==> config.mk <==
export PLATFORM = sky130hd
export DESIGN_NAME = qdma_top
export DESIGN_NICKNAME = d
export VERILOG_FILES = /design/src/qdma_pkg.sv /design/src/qdma_sync.sv /design/src/qdma_fifo.sv /design/src/qdma_top.sv
export SDC_FILE = /design/constraint.sdc
export NUM_CORES = 2
export LEC_CHECK = 0
export ABC_AREA = 0
export BUFFER_PORTS_ARGS = -buffer_cell sky130_fd_sc_hd__buf_4
export CORE_MARGIN = 5
export CORE_UTILIZATION = 55
export DETAILED_ROUTE_END_ITERATION = 10
export GPL_TIMING_DRIVEN = 0
export MAX_ROUTING_LAYER = met4
export PLACE_DENSITY = 0.84
export SLEW_MARGIN = 10
export SYNTH_ARGS = -nofsm -noshare
export SYNTH_HDL_FRONTEND = slang
export SYNTH_SLANG_ARGS = --single-unit
==> constraint.sdc <==
create_clock -name ref_clk -period 3.8 [get_ports ref_clk]
set_input_delay 0.19 -clock ref_clk [delete_from_list [all_inputs] [get_ports ref_clk]]
set_output_delay 0.19 -clock ref_clk [all_outputs]
set_load 0.02 [all_outputs]
==> src/qdma_pkg.sv <==
// Contract
// (RULE_01) Host may correct codes: raw - off - (fs - off) * (raw - 1024) / 64512.
// (RULE_02) Host should measure offset at code 1024 and gain at 64512.
// (RULE_03) Host may measure full scale at 32768; division becomes a 15-bit shift.
// (RULE_04) Sixteen devices share one bus for 64 synchronously updated channels.
// (RULE_05) Temporary registers load one by one; one broadcast transfers all to outputs.
// (RULE_06) One broadcast command writes the same data or power-down to every channel.
// (RULE_07) Output updates happen at the falling clock edge ending the last acknowledge.
// (RULE_08) Bus address uses the two low pins; high pins decode locally.
// (RULE_09) Devices sharing a bus address all acknowledge the address byte together; this one withholds it while its record buffer is full.
// (RULE_10) Act only when the top two control bits equal the high pins.
// (RULE_11) Device index minus one equals the four pins, high pin first.
// (RULE_12) Two channel-select bits pick a channel, forming a six-bit channel address.
// (RULE_13) Broadcast bus address 10010000 is accepted whatever the low pins.
// (RULE_14) Broadcast command bits both one: act whatever high pins, select all channels.
// (RULE_15) System fixes pins at power-up; controller matches address and control bits.
// (RULE_16) With all pins and load pin low, address byte 1001 1000 is acknowledged.
// (RULE_17) Frame is start, address, control, high, low, stop; each byte acknowledged.
// (RULE_18) High and low data bytes form one 16-bit code, high byte first.
// (RULE_19) Without local match or broadcast, registers and outputs stay unchanged.
package qdma_pkg;

    localparam int          QDMA_CHANNELS   = 4;
    localparam int          QDMA_CODE_W     = 16;
    localparam int          QDMA_FIFO_DEPTH = 16;
    localparam int          QDMA_WORD_W     = QDMA_CODE_W + 1;
    localparam int          QDMA_UPD_W      = 2 + QDMA_CHANNELS + QDMA_WORD_W;
    localparam int          QDMA_SYNC_W     = 7;

    // Bus address fields
    localparam logic [4:0]  QDMA_ADDR_FIXED = 5'h13;
    localparam logic [6:0]  QDMA_ADDR_BCAST = 7'h48;
    localparam logic [3:0]  QDMA_BYTE_BITS  = 4'h8;

    // Control byte field positions
    localparam int          QDMA_C_SEL_HI   = 7;
    localparam int          QDMA_C_SEL_LO   = 6;
    localparam int          QDMA_C_MODE_HI  = 5;
    localparam int          QDMA_C_MODE_LO  = 4;
    localparam int          QDMA_C_STORED   = 3;
    localparam int          QDMA_C_CHAN_HI  = 2;
    localparam int          QDMA_C_CHAN_LO  = 1;
    localparam int          QDMA_C_PD       = 0;

    // Load modes
    localparam logic [1:0]  QDMA_LD_STORE   = 2'h0;
    localparam logic [1:0]  QDMA_LD_SINGLE  = 2'h1;
    localparam logic [1:0]  QDMA_LD_ALL     = 2'h2;
    localparam logic [1:0]  QDMA_LD_BCAST   = 2'h3;

    localparam logic [QDMA_WORD_W-1:0] QDMA_WORD_RST = 17'h00000;

    typedef enum logic [3:0] {
        QDMA_ST_IDLE     = 4'h0,
        QDMA_ST_ADDR     = 4'h1,
        QDMA_ST_ADDR_ACK = 4'h3,
        QDMA_ST_CTRL     = 4'h2,
        QDMA_ST_CTRL_ACK = 4'h6,
        QDMA_ST_MSB      = 4'h7,
        QDMA_ST_MSB_ACK  = 4'h5,
        QDMA_ST_LSB      = 4'h4,
        QDMA_ST_LSB_ACK  = 4'hc,
        QDMA_ST_IGNORE   = 4'hd
    } qdma_state_t;

endpackage

==> src/qdma_sync.sv <==
`timescale 1ns/1ps
module qdma_sync #(
    parameter int              WIDTH   = 1,
    parameter logic [WIDTH-1:0] RST_VAL = '0
) (
    // Clock and reset
    input  wire logic             ref_clk,
    input  wire logic             rst,
    // Asynchronous in, synchronous out
    input  wire logic [WIDTH-1:0] d,
    output logic      [WIDTH-1:0] q
);

    typedef struct packed {
        logic [WIDTH-1:0] meta;
        logic [WIDTH-1:0] sync;
    } qdma_sync_t;

    qdma_sync_t s_q;
    qdma_sync_t s_d;

    // First stage feeds only the second
    always_comb begin
        s_d      = s_q;
        s_d.meta = d;
        s_d.sync = s_q.meta;
    end

    always_ff @(posedge ref_clk) begin
        if (rst) begin
            s_q <= '{meta: RST_VAL, sync: RST_VAL};
        end else begin
            s_q <= s_d;
        end
    end

    assign q = s_q.sync;

endmodule

==> src/qdma_fifo.sv <==
`timescale 1ns/1ps
module qdma_fifo #(
    parameter int WIDTH = 8,
    parameter int DEPTH = 16
) (
    // Clock and reset
    input  wire logic             ref_clk,
    input  wire logic             rst,
    // Fill side
    input  wire logic             in_valid,
    output logic                  in_ready,
    input  wire logic [WIDTH-1:0] in_data,
    // Drain side
    output logic                  out_valid,
    input  wire logic             out_ready,
    output logic      [WIDTH-1:0] out_data
);

    localparam int PW = (DEPTH > 1) ? $clog2(DEPTH) : 1;
    localparam int CW = $clog2(DEPTH + 1);
    localparam logic [PW-1:0] LAST = PW'(DEPTH - 1);
    localparam logic [CW-1:0] FULL = CW'(DEPTH);

    typedef struct packed {
        logic [DEPTH-1:0][WIDTH-1:0] mem;
        logic [PW-1:0]               wr;
        logic [PW-1:0]               rd;
        logic [CW-1:0]               cnt;
    } qdma_fifo_t;

    qdma_fifo_t s_q;
    qdma_fifo_t s_d;
    logic       do_wr;
    logic       do_rd;

    assign in_ready  = (s_q.cnt != FULL);
    assign out_valid = (s_q.cnt != '0);
    assign out_data  = s_q.mem[s_q.rd];
    assign do_wr     = in_valid && in_ready;
    assign do_rd     = out_valid && out_ready;

    always_comb begin
        s_d = s_q;
        if (do_wr) begin
            s_d.mem[s_q.wr] = in_data;
            s_d.wr          = (s_q.wr == LAST) ? '0 : s_q.wr + PW'(1);
        end
        if (do_rd) begin
            s_d.rd = (s_q.rd == LAST) ? '0 : s_q.rd + PW'(1);
        end
        // Count tracks both sides so full and empty stay exact
        s_d.cnt = s_q.cnt + CW'(do_wr) - CW'(do_rd);
    end

    always_ff @(posedge ref_clk) begin
        if (rst) begin
            s_q <= '0;
        end else begin
            s_q <= s_d;
        end
    end

endmodule

==> src/qdma_top.sv <==
`timescale 1ns/1ps
module qdma_top import qdma_pkg::*; #(
    parameter int FIFO_DEPTH = QDMA_FIFO_DEPTH
) (
    // Clock and reset
    input  wire logic                                    ref_clk,
    input  wire logic                                    rst,
    // Two-wire bus
    input  wire logic                                    scl,
    input  wire logic                                    sda_i,
    output logic                                         sda_o,
    output logic                                         sda_oe_n,
    // Address straps and load pin
    input  wire logic                                    addr_pin_low,
    input  wire logic                                    addr_pin_second,
    input  wire logic                                    local_addr_pin_low,
    input  wire logic                                    local_addr_pin_high,
    input  wire logic                                    load_outputs_pin,
    // Channel outputs
    output logic      [QDMA_CHANNELS-1:0][QDMA_CODE_W-1:0] chan_code,
    output logic      [QDMA_CHANNELS-1:0]                  chan_pd,
    // Update record stream
    output logic                                         upd_valid,
    input  wire logic                                    upd_ready,
    output logic      [QDMA_UPD_W-1:0]                   upd_data,
    // Status
    output logic                                         busy
);

    typedef struct packed {
        qdma_state_t                              st;
        logic [3:0]                               cnt;
        logic [7:0]                               shreg;
        logic [7:0]                               ctrl;
        logic [7:0]                               msb;
        logic                                     scl_prev;
        logic                                     sda_prev;
        logic                                     load_outputs_pin_prev;
        logic                                     sda_oe_n;
        logic [QDMA_CHANNELS-1:0][QDMA_WORD_W-1:0] temp;
        logic [QDMA_CHANNELS-1:0][QDMA_WORD_W-1:0] outv;
        logic                                     push;
        logic [QDMA_UPD_W-1:0]                    push_data;
    } qdma_core_t;

    qdma_core_t             s_q;
    qdma_core_t             s_d;
    logic [QDMA_SYNC_W-1:0] pins_s;
    logic                   scl_s;
    logic                   sda_s;
    logic                   a0_s;
    logic                   a1_s;
    logic                   a2_s;
    logic                   a3_s;
    logic                   load_outputs_pin_s;
    logic                   fifo_in_ready;

    // Bus lines idle high, so their stages reset high to avoid a false start
    qdma_sync #(
        .WIDTH   (QDMA_SYNC_W),
        .RST_VAL (7'h60)
    ) u_sync (
        .ref_clk (ref_clk),
        .rst     (rst),
        .d       ({scl, sda_i, load_outputs_pin, local_addr_pin_high,
                   local_addr_pin_low, addr_pin_second, addr_pin_low}),
        .q       (pins_s)
    );

    assign scl_s  = pins_s[6];
    assign sda_s  = pins_s[5];
    assign load_outputs_pin_s = pins_s[4];
    assign a3_s   = pins_s[3];
    assign a2_s   = pins_s[2];
    assign a1_s   = pins_s[1];
    assign a0_s   = pins_s[0];

    // Decoded fields of the held control byte, and the address byte match
    logic       bcast_cmd;
    logic       local_hit;
    logic       selected;
    logic [1:0] mode;
    logic [1:0] chan;
    logic       addr_hit;

    assign mode      = {s_q.ctrl[QDMA_C_MODE_HI], s_q.ctrl[QDMA_C_MODE_LO]};
    assign chan      = {s_q.ctrl[QDMA_C_CHAN_HI], s_q.ctrl[QDMA_C_CHAN_LO]};
    assign bcast_cmd = (mode == QDMA_LD_BCAST); // RULE_14
    // High pins compared against the top control bits
    assign local_hit = ({s_q.ctrl[QDMA_C_SEL_HI], s_q.ctrl[QDMA_C_SEL_LO]}
                        == {a3_s, a2_s}); // RULE_10 RULE_11 RULE_04
    assign selected  = bcast_cmd || local_hit; // RULE_19
    // Only the low pins enter the bus address; write direction only
    assign addr_hit  = (s_q.shreg[0] == 1'b0) &&
                       ((s_q.shreg[7:1] == {QDMA_ADDR_FIXED, a1_s, a0_s}) || // RULE_08 RULE_16
                        (s_q.shreg[7:1] == QDMA_ADDR_BCAST)); // RULE_13

    always_comb begin
        logic                                      scl_rise;
        logic                                      scl_fall;
        logic                                      start;
        logic                                      stop;
        logic                                      shifting;
        logic [QDMA_CHANNELS-1:0]                  mask;
        logic [QDMA_WORD_W-1:0]                    word;
        scl_rise = 1'b0;
        scl_fall = 1'b0;
        start    = 1'b0;
        stop     = 1'b0;
        shifting = 1'b0;
        mask     = '0;
        word     = '0;

        s_d           = s_q;
        s_d.scl_prev  = scl_s;
        s_d.sda_prev  = sda_s;
        s_d.load_outputs_pin_prev = load_outputs_pin_s;
        s_d.push      = 1'b0;

        scl_rise = !s_q.scl_prev && scl_s;
        scl_fall = s_q.scl_prev && !scl_s;
        start    = s_q.scl_prev && scl_s && s_q.sda_prev && !sda_s;
        stop     = s_q.scl_prev && scl_s && !s_q.sda_prev && sda_s;
        shifting = (s_q.st == QDMA_ST_ADDR) || (s_q.st == QDMA_ST_CTRL) ||
                   (s_q.st == QDMA_ST_MSB) || (s_q.st == QDMA_ST_LSB);

        // Load pin edge moves every stored word to its output
        if (load_outputs_pin_s && !s_q.load_outputs_pin_prev) begin
            s_d.outv = s_q.temp;
        end

        // Frame-ending 16-bit code, high byte first
        word = {s_q.ctrl[QDMA_C_PD], s_q.msb, s_q.shreg}; // RULE_18
        mask = bcast_cmd ? {QDMA_CHANNELS{1'b1}} // RULE_14
                         : QDMA_CHANNELS'(1) << chan; // RULE_12

        if (start) begin
            s_d.st       = QDMA_ST_ADDR;
            s_d.cnt      = '0;
            s_d.sda_oe_n = 1'b1;
        end else if (stop) begin
            s_d.st       = QDMA_ST_IDLE;
            s_d.sda_oe_n = 1'b1;
        end else if (scl_rise && shifting) begin
            s_d.shreg = {s_q.shreg[6:0], sda_s};
            s_d.cnt   = s_q.cnt + 4'h1;
        end else if (scl_fall) begin
            unique case (s_q.st)
                QDMA_ST_IDLE, QDMA_ST_IGNORE: begin
                    s_d.sda_oe_n = 1'b1;
                end
                QDMA_ST_ADDR: begin
                    if (s_q.cnt == QDMA_BYTE_BITS) begin
                        s_d.cnt = '0;
                        // A full record buffer refuses the frame at its address
                        if (addr_hit && fifo_in_ready) begin
                            s_d.st       = QDMA_ST_ADDR_ACK;
                            s_d.sda_oe_n = 1'b0; // RULE_09 RULE_17
                        end else begin
                            s_d.st = QDMA_ST_IGNORE;
                        end
                    end
                end
                QDMA_ST_ADDR_ACK: begin
                    s_d.st       = QDMA_ST_CTRL;
                    s_d.sda_oe_n = 1'b1;
                end
                QDMA_ST_CTRL: begin
                    if (s_q.cnt == QDMA_BYTE_BITS) begin
                        s_d.cnt      = '0;
                        s_d.ctrl     = s_q.shreg;
                        s_d.st       = QDMA_ST_CTRL_ACK;
                        s_d.sda_oe_n = 1'b0; // RULE_17
                    end
                end
                QDMA_ST_CTRL_ACK: begin
                    s_d.st       = QDMA_ST_MSB;
                    s_d.sda_oe_n = 1'b1;
                end
                QDMA_ST_MSB: begin
                    if (s_q.cnt == QDMA_BYTE_BITS) begin
                        s_d.cnt      = '0;
                        s_d.msb      = s_q.shreg;
                        s_d.st       = QDMA_ST_MSB_ACK;
                        s_d.sda_oe_n = 1'b0; // RULE_17
                    end
                end
                QDMA_ST_MSB_ACK: begin
                    s_d.st       = QDMA_ST_LSB;
                    s_d.sda_oe_n = 1'b1;
                end
                QDMA_ST_LSB: begin
                    if (s_q.cnt == QDMA_BYTE_BITS) begin
                        s_d.cnt      = '0;
                        s_d.st       = QDMA_ST_LSB_ACK;
                        s_d.sda_oe_n = 1'b0; // RULE_17
                    end
                end
                QDMA_ST_LSB_ACK: begin
                    // Old outputs hold until this edge
                    s_d.st       = QDMA_ST_IGNORE;
                    s_d.sda_oe_n = 1'b1;
                    if (selected) begin // RULE_19
                        s_d.push      = 1'b1; // RULE_07
                        s_d.push_data = {mode, mask, word};
                        unique case (mode)
                            QDMA_LD_STORE: begin
                                for (int i = 0; i < QDMA_CHANNELS; i++) begin
                                    if (mask[i]) begin
                                        s_d.temp[i] = word; // RULE_05
                                    end
                                end
                            end
                            QDMA_LD_SINGLE: begin
                                for (int i = 0; i < QDMA_CHANNELS; i++) begin
                                    if (mask[i]) begin
                                        s_d.temp[i] = word;
                                        s_d.outv[i] = word; // RULE_07
                                    end
                                end
                            end
                            QDMA_LD_ALL: begin
                                for (int i = 0; i < QDMA_CHANNELS; i++) begin
                                    if (mask[i]) begin
                                        s_d.temp[i] = word;
                                    end
                                end
                                s_d.outv = s_d.temp; // RULE_05
                            end
                            QDMA_LD_BCAST: begin
                                if (s_q.ctrl[QDMA_C_STORED]) begin
                                    s_d.outv = s_q.temp; // RULE_05 RULE_04
                                end else begin
                                    for (int i = 0; i < QDMA_CHANNELS; i++) begin
                                        s_d.temp[i] = word; // RULE_06
                                        s_d.outv[i] = word;
                                    end
                                end
                            end
                        endcase
                    end
                end
                default: begin
                    s_d.st       = QDMA_ST_IGNORE;
                    s_d.sda_oe_n = 1'b1;
                end
            endcase
        end
    end

    always_ff @(posedge ref_clk) begin
        if (rst) begin
            s_q           <= '0;
            s_q.st        <= QDMA_ST_IDLE;
            s_q.scl_prev  <= 1'b1;
            s_q.sda_prev  <= 1'b1;
            s_q.sda_oe_n  <= 1'b1;
            s_q.temp      <= {QDMA_CHANNELS{QDMA_WORD_RST}};
            s_q.outv      <= {QDMA_CHANNELS{QDMA_WORD_RST}};
        end else begin
            s_q <= s_d;
        end
    end

    // Update records for the system side; slow draining gets new frames refused at their address
    qdma_fifo #(
        .WIDTH (QDMA_UPD_W),
        .DEPTH (FIFO_DEPTH)
    ) u_fifo (
        .ref_clk   (ref_clk),
        .rst       (rst),
        .in_valid  (s_q.push),
        .in_ready  (fifo_in_ready),
        .in_data   (s_q.push_data),
        .out_valid (upd_valid),
        .out_ready (upd_ready),
        .out_data  (upd_data)
    );

    // Never stretches the clock; only pulls data low
    assign sda_o    = 1'b0;
    assign sda_oe_n = s_q.sda_oe_n;
    assign busy     = (s_q.st != QDMA_ST_IDLE);

    always_comb begin
        for (int i = 0; i < QDMA_CHANNELS; i++) begin
            chan_code[i] = s_q.outv[i][QDMA_CODE_W-1:0];
            chan_pd[i]   = s_q.outv[i][QDMA_CODE_W];
        end
    end

endmodule

Word-level counts from Yosys, hierarchy flattened

Cells that the tools add are included.

Register bits after elaboration: 591
Word-level logic and storage cells: 187
Input port bits: 10
Output and inout port bits: 95

Bitwise operators: 7
Reductions and logical operators: 45
Shift-type cells: 1
Add/subtract/negate cells: 5
$lt $le $gt $ge: 3
Equal/unequal tests: 35
Multiplexer cells: 50

Operators with widths:

| cell                | count |
|---|---|
| $mux 92             | 6 |
| $bwmux 368          | 1 |
| $pmux 68 s3         | 1 |
| $mux 17             | 8 |
| $mux 68             | 2 |
| $pmux 68 s2         | 1 |
| $bmux 23 s4         | 1 |
| $demux 23 s4        | 1 |
| $mux 8              | 9 |
| $mux 23             | 2 |
| $mux 16             | 2 |
| $pmux 4 s8          | 1 |
| $mux 28             | 1 |
| $reduce_and 7->1    | 3 |
| $eq 4x4->1 const B  | 5 |
| $mux 4              | 5 |
| $reduce_and 6->1    | 3 |
| $eq 4x3->1 const B  | 4 |
| $ne 4x3->1 const B  | 4 |
| $pmux 4 s4          | 1 |
| $logic_and 1x1->1   | 14 |
| $add 4x1->4 const B | 3 |
| $ne 2x1->1 const B  | 6 |
| $ne 3x1->1 const B  | 4 |
| 31 further kinds    | 58 |

Longest topological paths before layout

Depth after elaboration: 11
Depth in mapped cells: 14
Mapped depth without buffers: 13

Cells and area by module

Synthesis repeated with hierarchy kept, for this count alone.

Cell total of the unflattened synthesis: 3126
Area, all modules: 27124.8 µm²

Modules (own cells, without submodules):

| module    | area an instance (µm²) | seq. area each (µm²) | cells each | times used |
|---|---|---|---|---|
| qdma_fifo | 16733.5                | 7627.3               | 1956       | 1 |
| qdma_top  | 10007.1                | 3923.8               | 1141       | 1 |
| qdma_sync | 384.1                  | 280.3                | 29         | 1 |

Worst setup path before layout

Ideal clock, no wire load.

Kind: reg-to-reg
From: register u_fifo.s_q[3] (netlist name)
To: register u_fifo.s_q[4] (netlist name)
Data required time: 3.672 ns
Arrival: 2.914 ns
Period minus slack after synthesis: 3.041 ns
Library setup time: 0.128 ns
Stages on the path, launching flop included: 15
Path slack: 0.759 ns
Path buffers: 1
Cells stage by stage: dfxtp_1 -> inv_1 -> ha_1 -> or4b_2 -> and2_1 -> clkbuf_1 -> ha_1 -> inv_1 -> ha_1 -> fa_1 -> a21oi_1 -> nor2_1 -> nor2_1 -> xnor2_1 -> nor2_1

Elaborated cells between the ends (all ways): 6
Classes of those cells: add/sub (2); eq/ne (1); reduce/logical (3)

RTL lines:

| item                   | line            | text |
|---|---|---|
| start, declared        | qdma_fifo.sv:31 | `qdma_fifo_t s_q;` |
| start signal, assigned | qdma_fifo.sv:57 | `s_q <= '0;` |
| start signal, assigned | qdma_fifo.sv:59 | `s_q <= s_d;` |
| $reduce_bool 5->1      | qdma_fifo.sv:37 | `assign out_valid = (s_q.cnt != '0);` |
| via upd_valid          | qdma_top.sv:23  | `output logic upd_valid,` |
| $logic_and 1x1->1      | qdma_fifo.sv:40 | `assign do_rd = out_valid && out_ready;` |
| via u_fifo.do_rd       | qdma_fifo.sv:34 | `logic do_rd;` |
| $sub 5x1->5            | qdma_fifo.sv:52 | `s_d.cnt = s_q.cnt + CW'(do_wr) - CW'(do_rd);` |

The timed path passes the listed nets, and every way through them passes these cells.
A chain may end at the register's enable or synchronous reset.

Worst setup path after layout

From: register u_fifo.s_q[6] (netlist name)
To: output upd_data[13]

Cells in the longest elaborated chain, start to end: 2

RTL lines:

| item                          | line            | text |
|---|---|---|
| $bmux 23 s4                   | qdma_fifo.sv:38 | `assign out_data = s_q.mem[s_q.rd];` |
| $mux 23 (not written as such) | qdma_fifo.sv:38 |  |
| end, declared                 | qdma_top.sv:25  | `output logic [QDMA_UPD_W-1:0] upd_data,` |

No other way between the ends. The select of a mux whose other input is x is not followed.

==> results.txt <==
DR WL/cell: 22.5 microns
Layout net count: 2949
Hold depth: 3
Setup TNS: 0 ns
Die Area: 0.0557 sq mm
Synth top area cells: dfxtp_1 42%, mux2i_1 20%, mux4_2 7.4%, nor2_1 7.0%, a211oi_1 6.1%
Syn avg cell area: 10.2 sq um
Worst-Margin Slew: 0.994 ns
Number of global-route vias before repair: 22900
Top Ports: 105
Cell Pwr Density: 432 mW/mm^2
Number of synthesized register bits: 591
Cells along the critical path: buf_1, clkbuf_1, buf_1, a211oi_1, a21oi_1, buf_4
Post-CTS Setup Repair Bufs: 0
Worst-path clk slew: 0.07 ns
Ys flop type: dfxtp_1
Vias: 22500
RSZ-0062 raised after global routing: no
Clock root buffer: clkbuf_16
Area grow syn2layout: 13.6%
Multi-input logic area: 0.0142 sq mm
FF/Latch Area: 0.0118 sq mm
Setup CP Type: flop to output pin
HPWL after DPL: 57.2 mm
GP Congestion: 0.928
Final Skew: 0.0306 ns
Std-Cell Core Area: 0.0504 sq mm
1st-iter DRT viols: 2071
Syn Nets: 2780
H-Tree Depth: 2
Post-route ant nets: 0
Worst-Skew Late Latency: 0.65 ns
Leakage: 0.0149 uW
RR Endpoint: u_fifo.s_q[4]
Maximum fanout along the worst path: 10
Post-synth ARST share: 0
First-pass GRT wire length: 127 mm
Crit end category: output pin
# setup viols final: 0
CP Launch Type: flop
Netlist cell types: 69
Synth area leader: dfxtp_1
Largest net degree at the start of global routing: 17
CP arrival: 3.45 ns
Peak Freq: 274 MHz
Register-to-Register Path Depth: 13
Total GRT Usage: 0.288
Sequential cell area fraction in the yosys report: 0.421
Worst slew margin: 0.337
Final cycle utilization of the critical path: 0.959
Hold Crit Class: input pin to flop
HP Start: rst
Final worst slack: 0.156 ns
Post-synth top area share: 0.421
DRC violations left: 0
CP max stage delay: 0.61 ns
Post-synth EDFFs: 0
Sink Count: 591
Row cnt: 82
Clock buffer depth: 3
CTS Buf Count: 58
Post-Syn Instances: 2756
WHS: 0.215 ns
TritonCTS clock tree: yes
Status: finished clean
DIE HEIGHT: 236 microns
Die X-Extent: 236 microns
Max-cap viol count: 0
Worst slack, placed: 0.498 ns
Routed Wire Length: 82.1 mm
N_diodes: 0
Fin util: 0.634
Starting Density: 0.558
Hold worst-path end: u_fifo.s_q[1]
PortBufs: 102
Hold Vio Cnt, Final: 0
Share of post-route cells with drive strength above 1: 0.192
Filler cell count: 3878
DRT Pass-1 Iters: 7
DR vias/cell: 6.17
Grt ovf: 0
Cell Area, Synth: 0.0281 sq mm
Fin crit period: 3.64 ns
CP Buf/Inv Count: 4
Critical Path Most Common Cell: buf_1
Worst R2R Start: u_fifo.s_q[2]
Delay-heaviest family, CP: buffers and inverters
Setup slack, reg-to-reg: 0.45 ns
CP max stage cell: buf_1
Worst path required time: 3.61 ns
Slew Viols, Final: 0
Synthesis warning total: 0
VDD IR max: 341 uV
Antenna violations before repair: 0
[cells in the final DEF, fill, tap and decap left out, drive strengths merged, types with 2 or more instances in the layout]
cell type | netlist | routed
a2111oi | 2 | 2
a211oi | 231 | 231
a21o | 2 | 2
a21oi | 83 | 83
a22oi | 2 | 2
a2bb2oi | 2 | 2
a31oi | 4 | 4
and2 | 4 | 4
and3b | 2 | 2
buf | 180 | 282
bufinv | 0 | 13
clkbuf | 185 | 260
clkinv | 0 | 17
dfxtp | 591 | 591
dlygate4sd3 | 0 | 7
ha | 13 | 13
inv | 11 | 13
mux2 | 68 | 68
mux2i | 555 | 555
mux4 | 92 | 92
nand2 | 49 | 49
nand2b | 9 | 9
nand3 | 21 | 21
nand4 | 7 | 7
nand4b | 3 | 3
nor2 | 527 | 527
nor2b | 40 | 40
nor3 | 11 | 11
nor4 | 6 | 6
nor4bb | 2 | 2
o21ai | 7 | 7
or2 | 8 | 8
or3 | 3 | 3
or4b | 2 | 2
xnor2 | 8 | 8
xor2 | 8 | 8
[repair_timing]
action / CTS / global route
gates resized for setup: 0 / 0
hold buffers: 7 / 0
endpoints found under the hold margin: 7 / 0
[tightest hold or removal path: cells and delay by family]
family,cells,cell delay (ns)
buffers and inverters,2,0.45
AND/OR/NAND/NOR,1,0.15
[stage by stage]
stage / std cells / power (uW) / cell area [sq um]
CTS: 3645 / 13800 / 31900
detailed placement: 3530 / 7470 / 29700
floorplan: 2756 / 7170 / 28100
global placement: 3530 / 7450 / 29700
global route: 3645 / 14200 / 31900
finish: 3645 / 13800 / 31900
[cells in the mapped netlist, drive strengths merged (3+ instances only)]
cell type and instances:
dfxtp 591, mux2i 555, nor2 527, a211oi 231
clkbuf 185, buf 180, mux4 92, a21oi 83
mux2 68, nand2 49, nor2b 40, nand3 21
ha 13, inv 11, nor3 11, nand2b 9
or2 8, xnor2 8, xor2 8, nand4 7
o21ai 7, nor4 6, a31oi 4, and2 4
nand4b 3, or3 3
[registers in the layout, summed over array words and instances, names as in the netlist]
register and count:
mode 2, chan 2, u_fifo.s_q 381, s_q 123
sda_oe_n 1, u_sync.s_d 7, u_sync.q 7, chan_pd 4
chan_code 64
[how the worst max path moves through the flow]
stage | start | slack (ns) | to | depth (start not counted)
after global placement | u_fifo.s_q[2] | 0.53 | u_fifo.s_q[4] | 14
after floorplan | u_fifo.s_q[3] | 0.76 | u_fifo.s_q[4] | 14
after CTS | u_fifo.s_q[7] | 0.20 | upd_data[21] | 7
after global routing | u_fifo.s_q[7] | 0.04 | upd_data[21] | 7
after detailed placement | u_fifo.s_q[3] | 0.50 | u_fifo.s_q[4] | 14
final | u_fifo.s_q[6] | 0.16 | upd_data[13] | 6
[power breakdown]
group	switching [uW]	internal [uW]	leakage [uW]
Clock	2580	3870	0.00106
Sequential	32.3	6230	0.00476
Combinational	673	408	0.00910
Total	3290	10500	0.0149
[logic make-up (layout without fill, tap and decap cells)]
logic type | after synthesis | after routing | share of synthesized area
adder cells (fa/ha/maj) | 15 | 15 | 0.00686
AND/OR/NAND/NOR | 700 | 700 | 0.110
buffers and inverters | 376 | 593 | 0.0739
multiplexers | 715 | 715 | 0.299
XOR/XNOR | 16 | 16 | 0.00499
AO/OA/AOI/OAI | 342 | 342 | 0.0848
flip-flops | 591 | 591 | 0.421
other | 1 | 1 | 0.000133
[layer usage]
| layer | GRT usage | up-vias | wire [microns] |
|---|---|---|---|
| li1 | - | 9987 | - |
| met1 | 0.354 | 11000 | 32300 |
| met2 | 0.462 | 1204 | 38500 |
| met3 | 0.0512 | 283 | 6920 |
| met4 | 0.142 | 0 | 4460 |
| met5 | - | - | 0 |
[cell type report]
type / instances / area share
Multi-Input combinational cell: 1789 / 0.445
Tap cell: 672 / 0.0263
Clock inverter: 33 / 0.0172
Clock buffer: 75 / 0.0500
Sequential cell: 591 / 0.371
Buffer: 365 / 0.0638
Inverter: 11 / 0.00129
Timing Repair Buffer: 109 / 0.0262
Power figures use the tool's default switching activity.
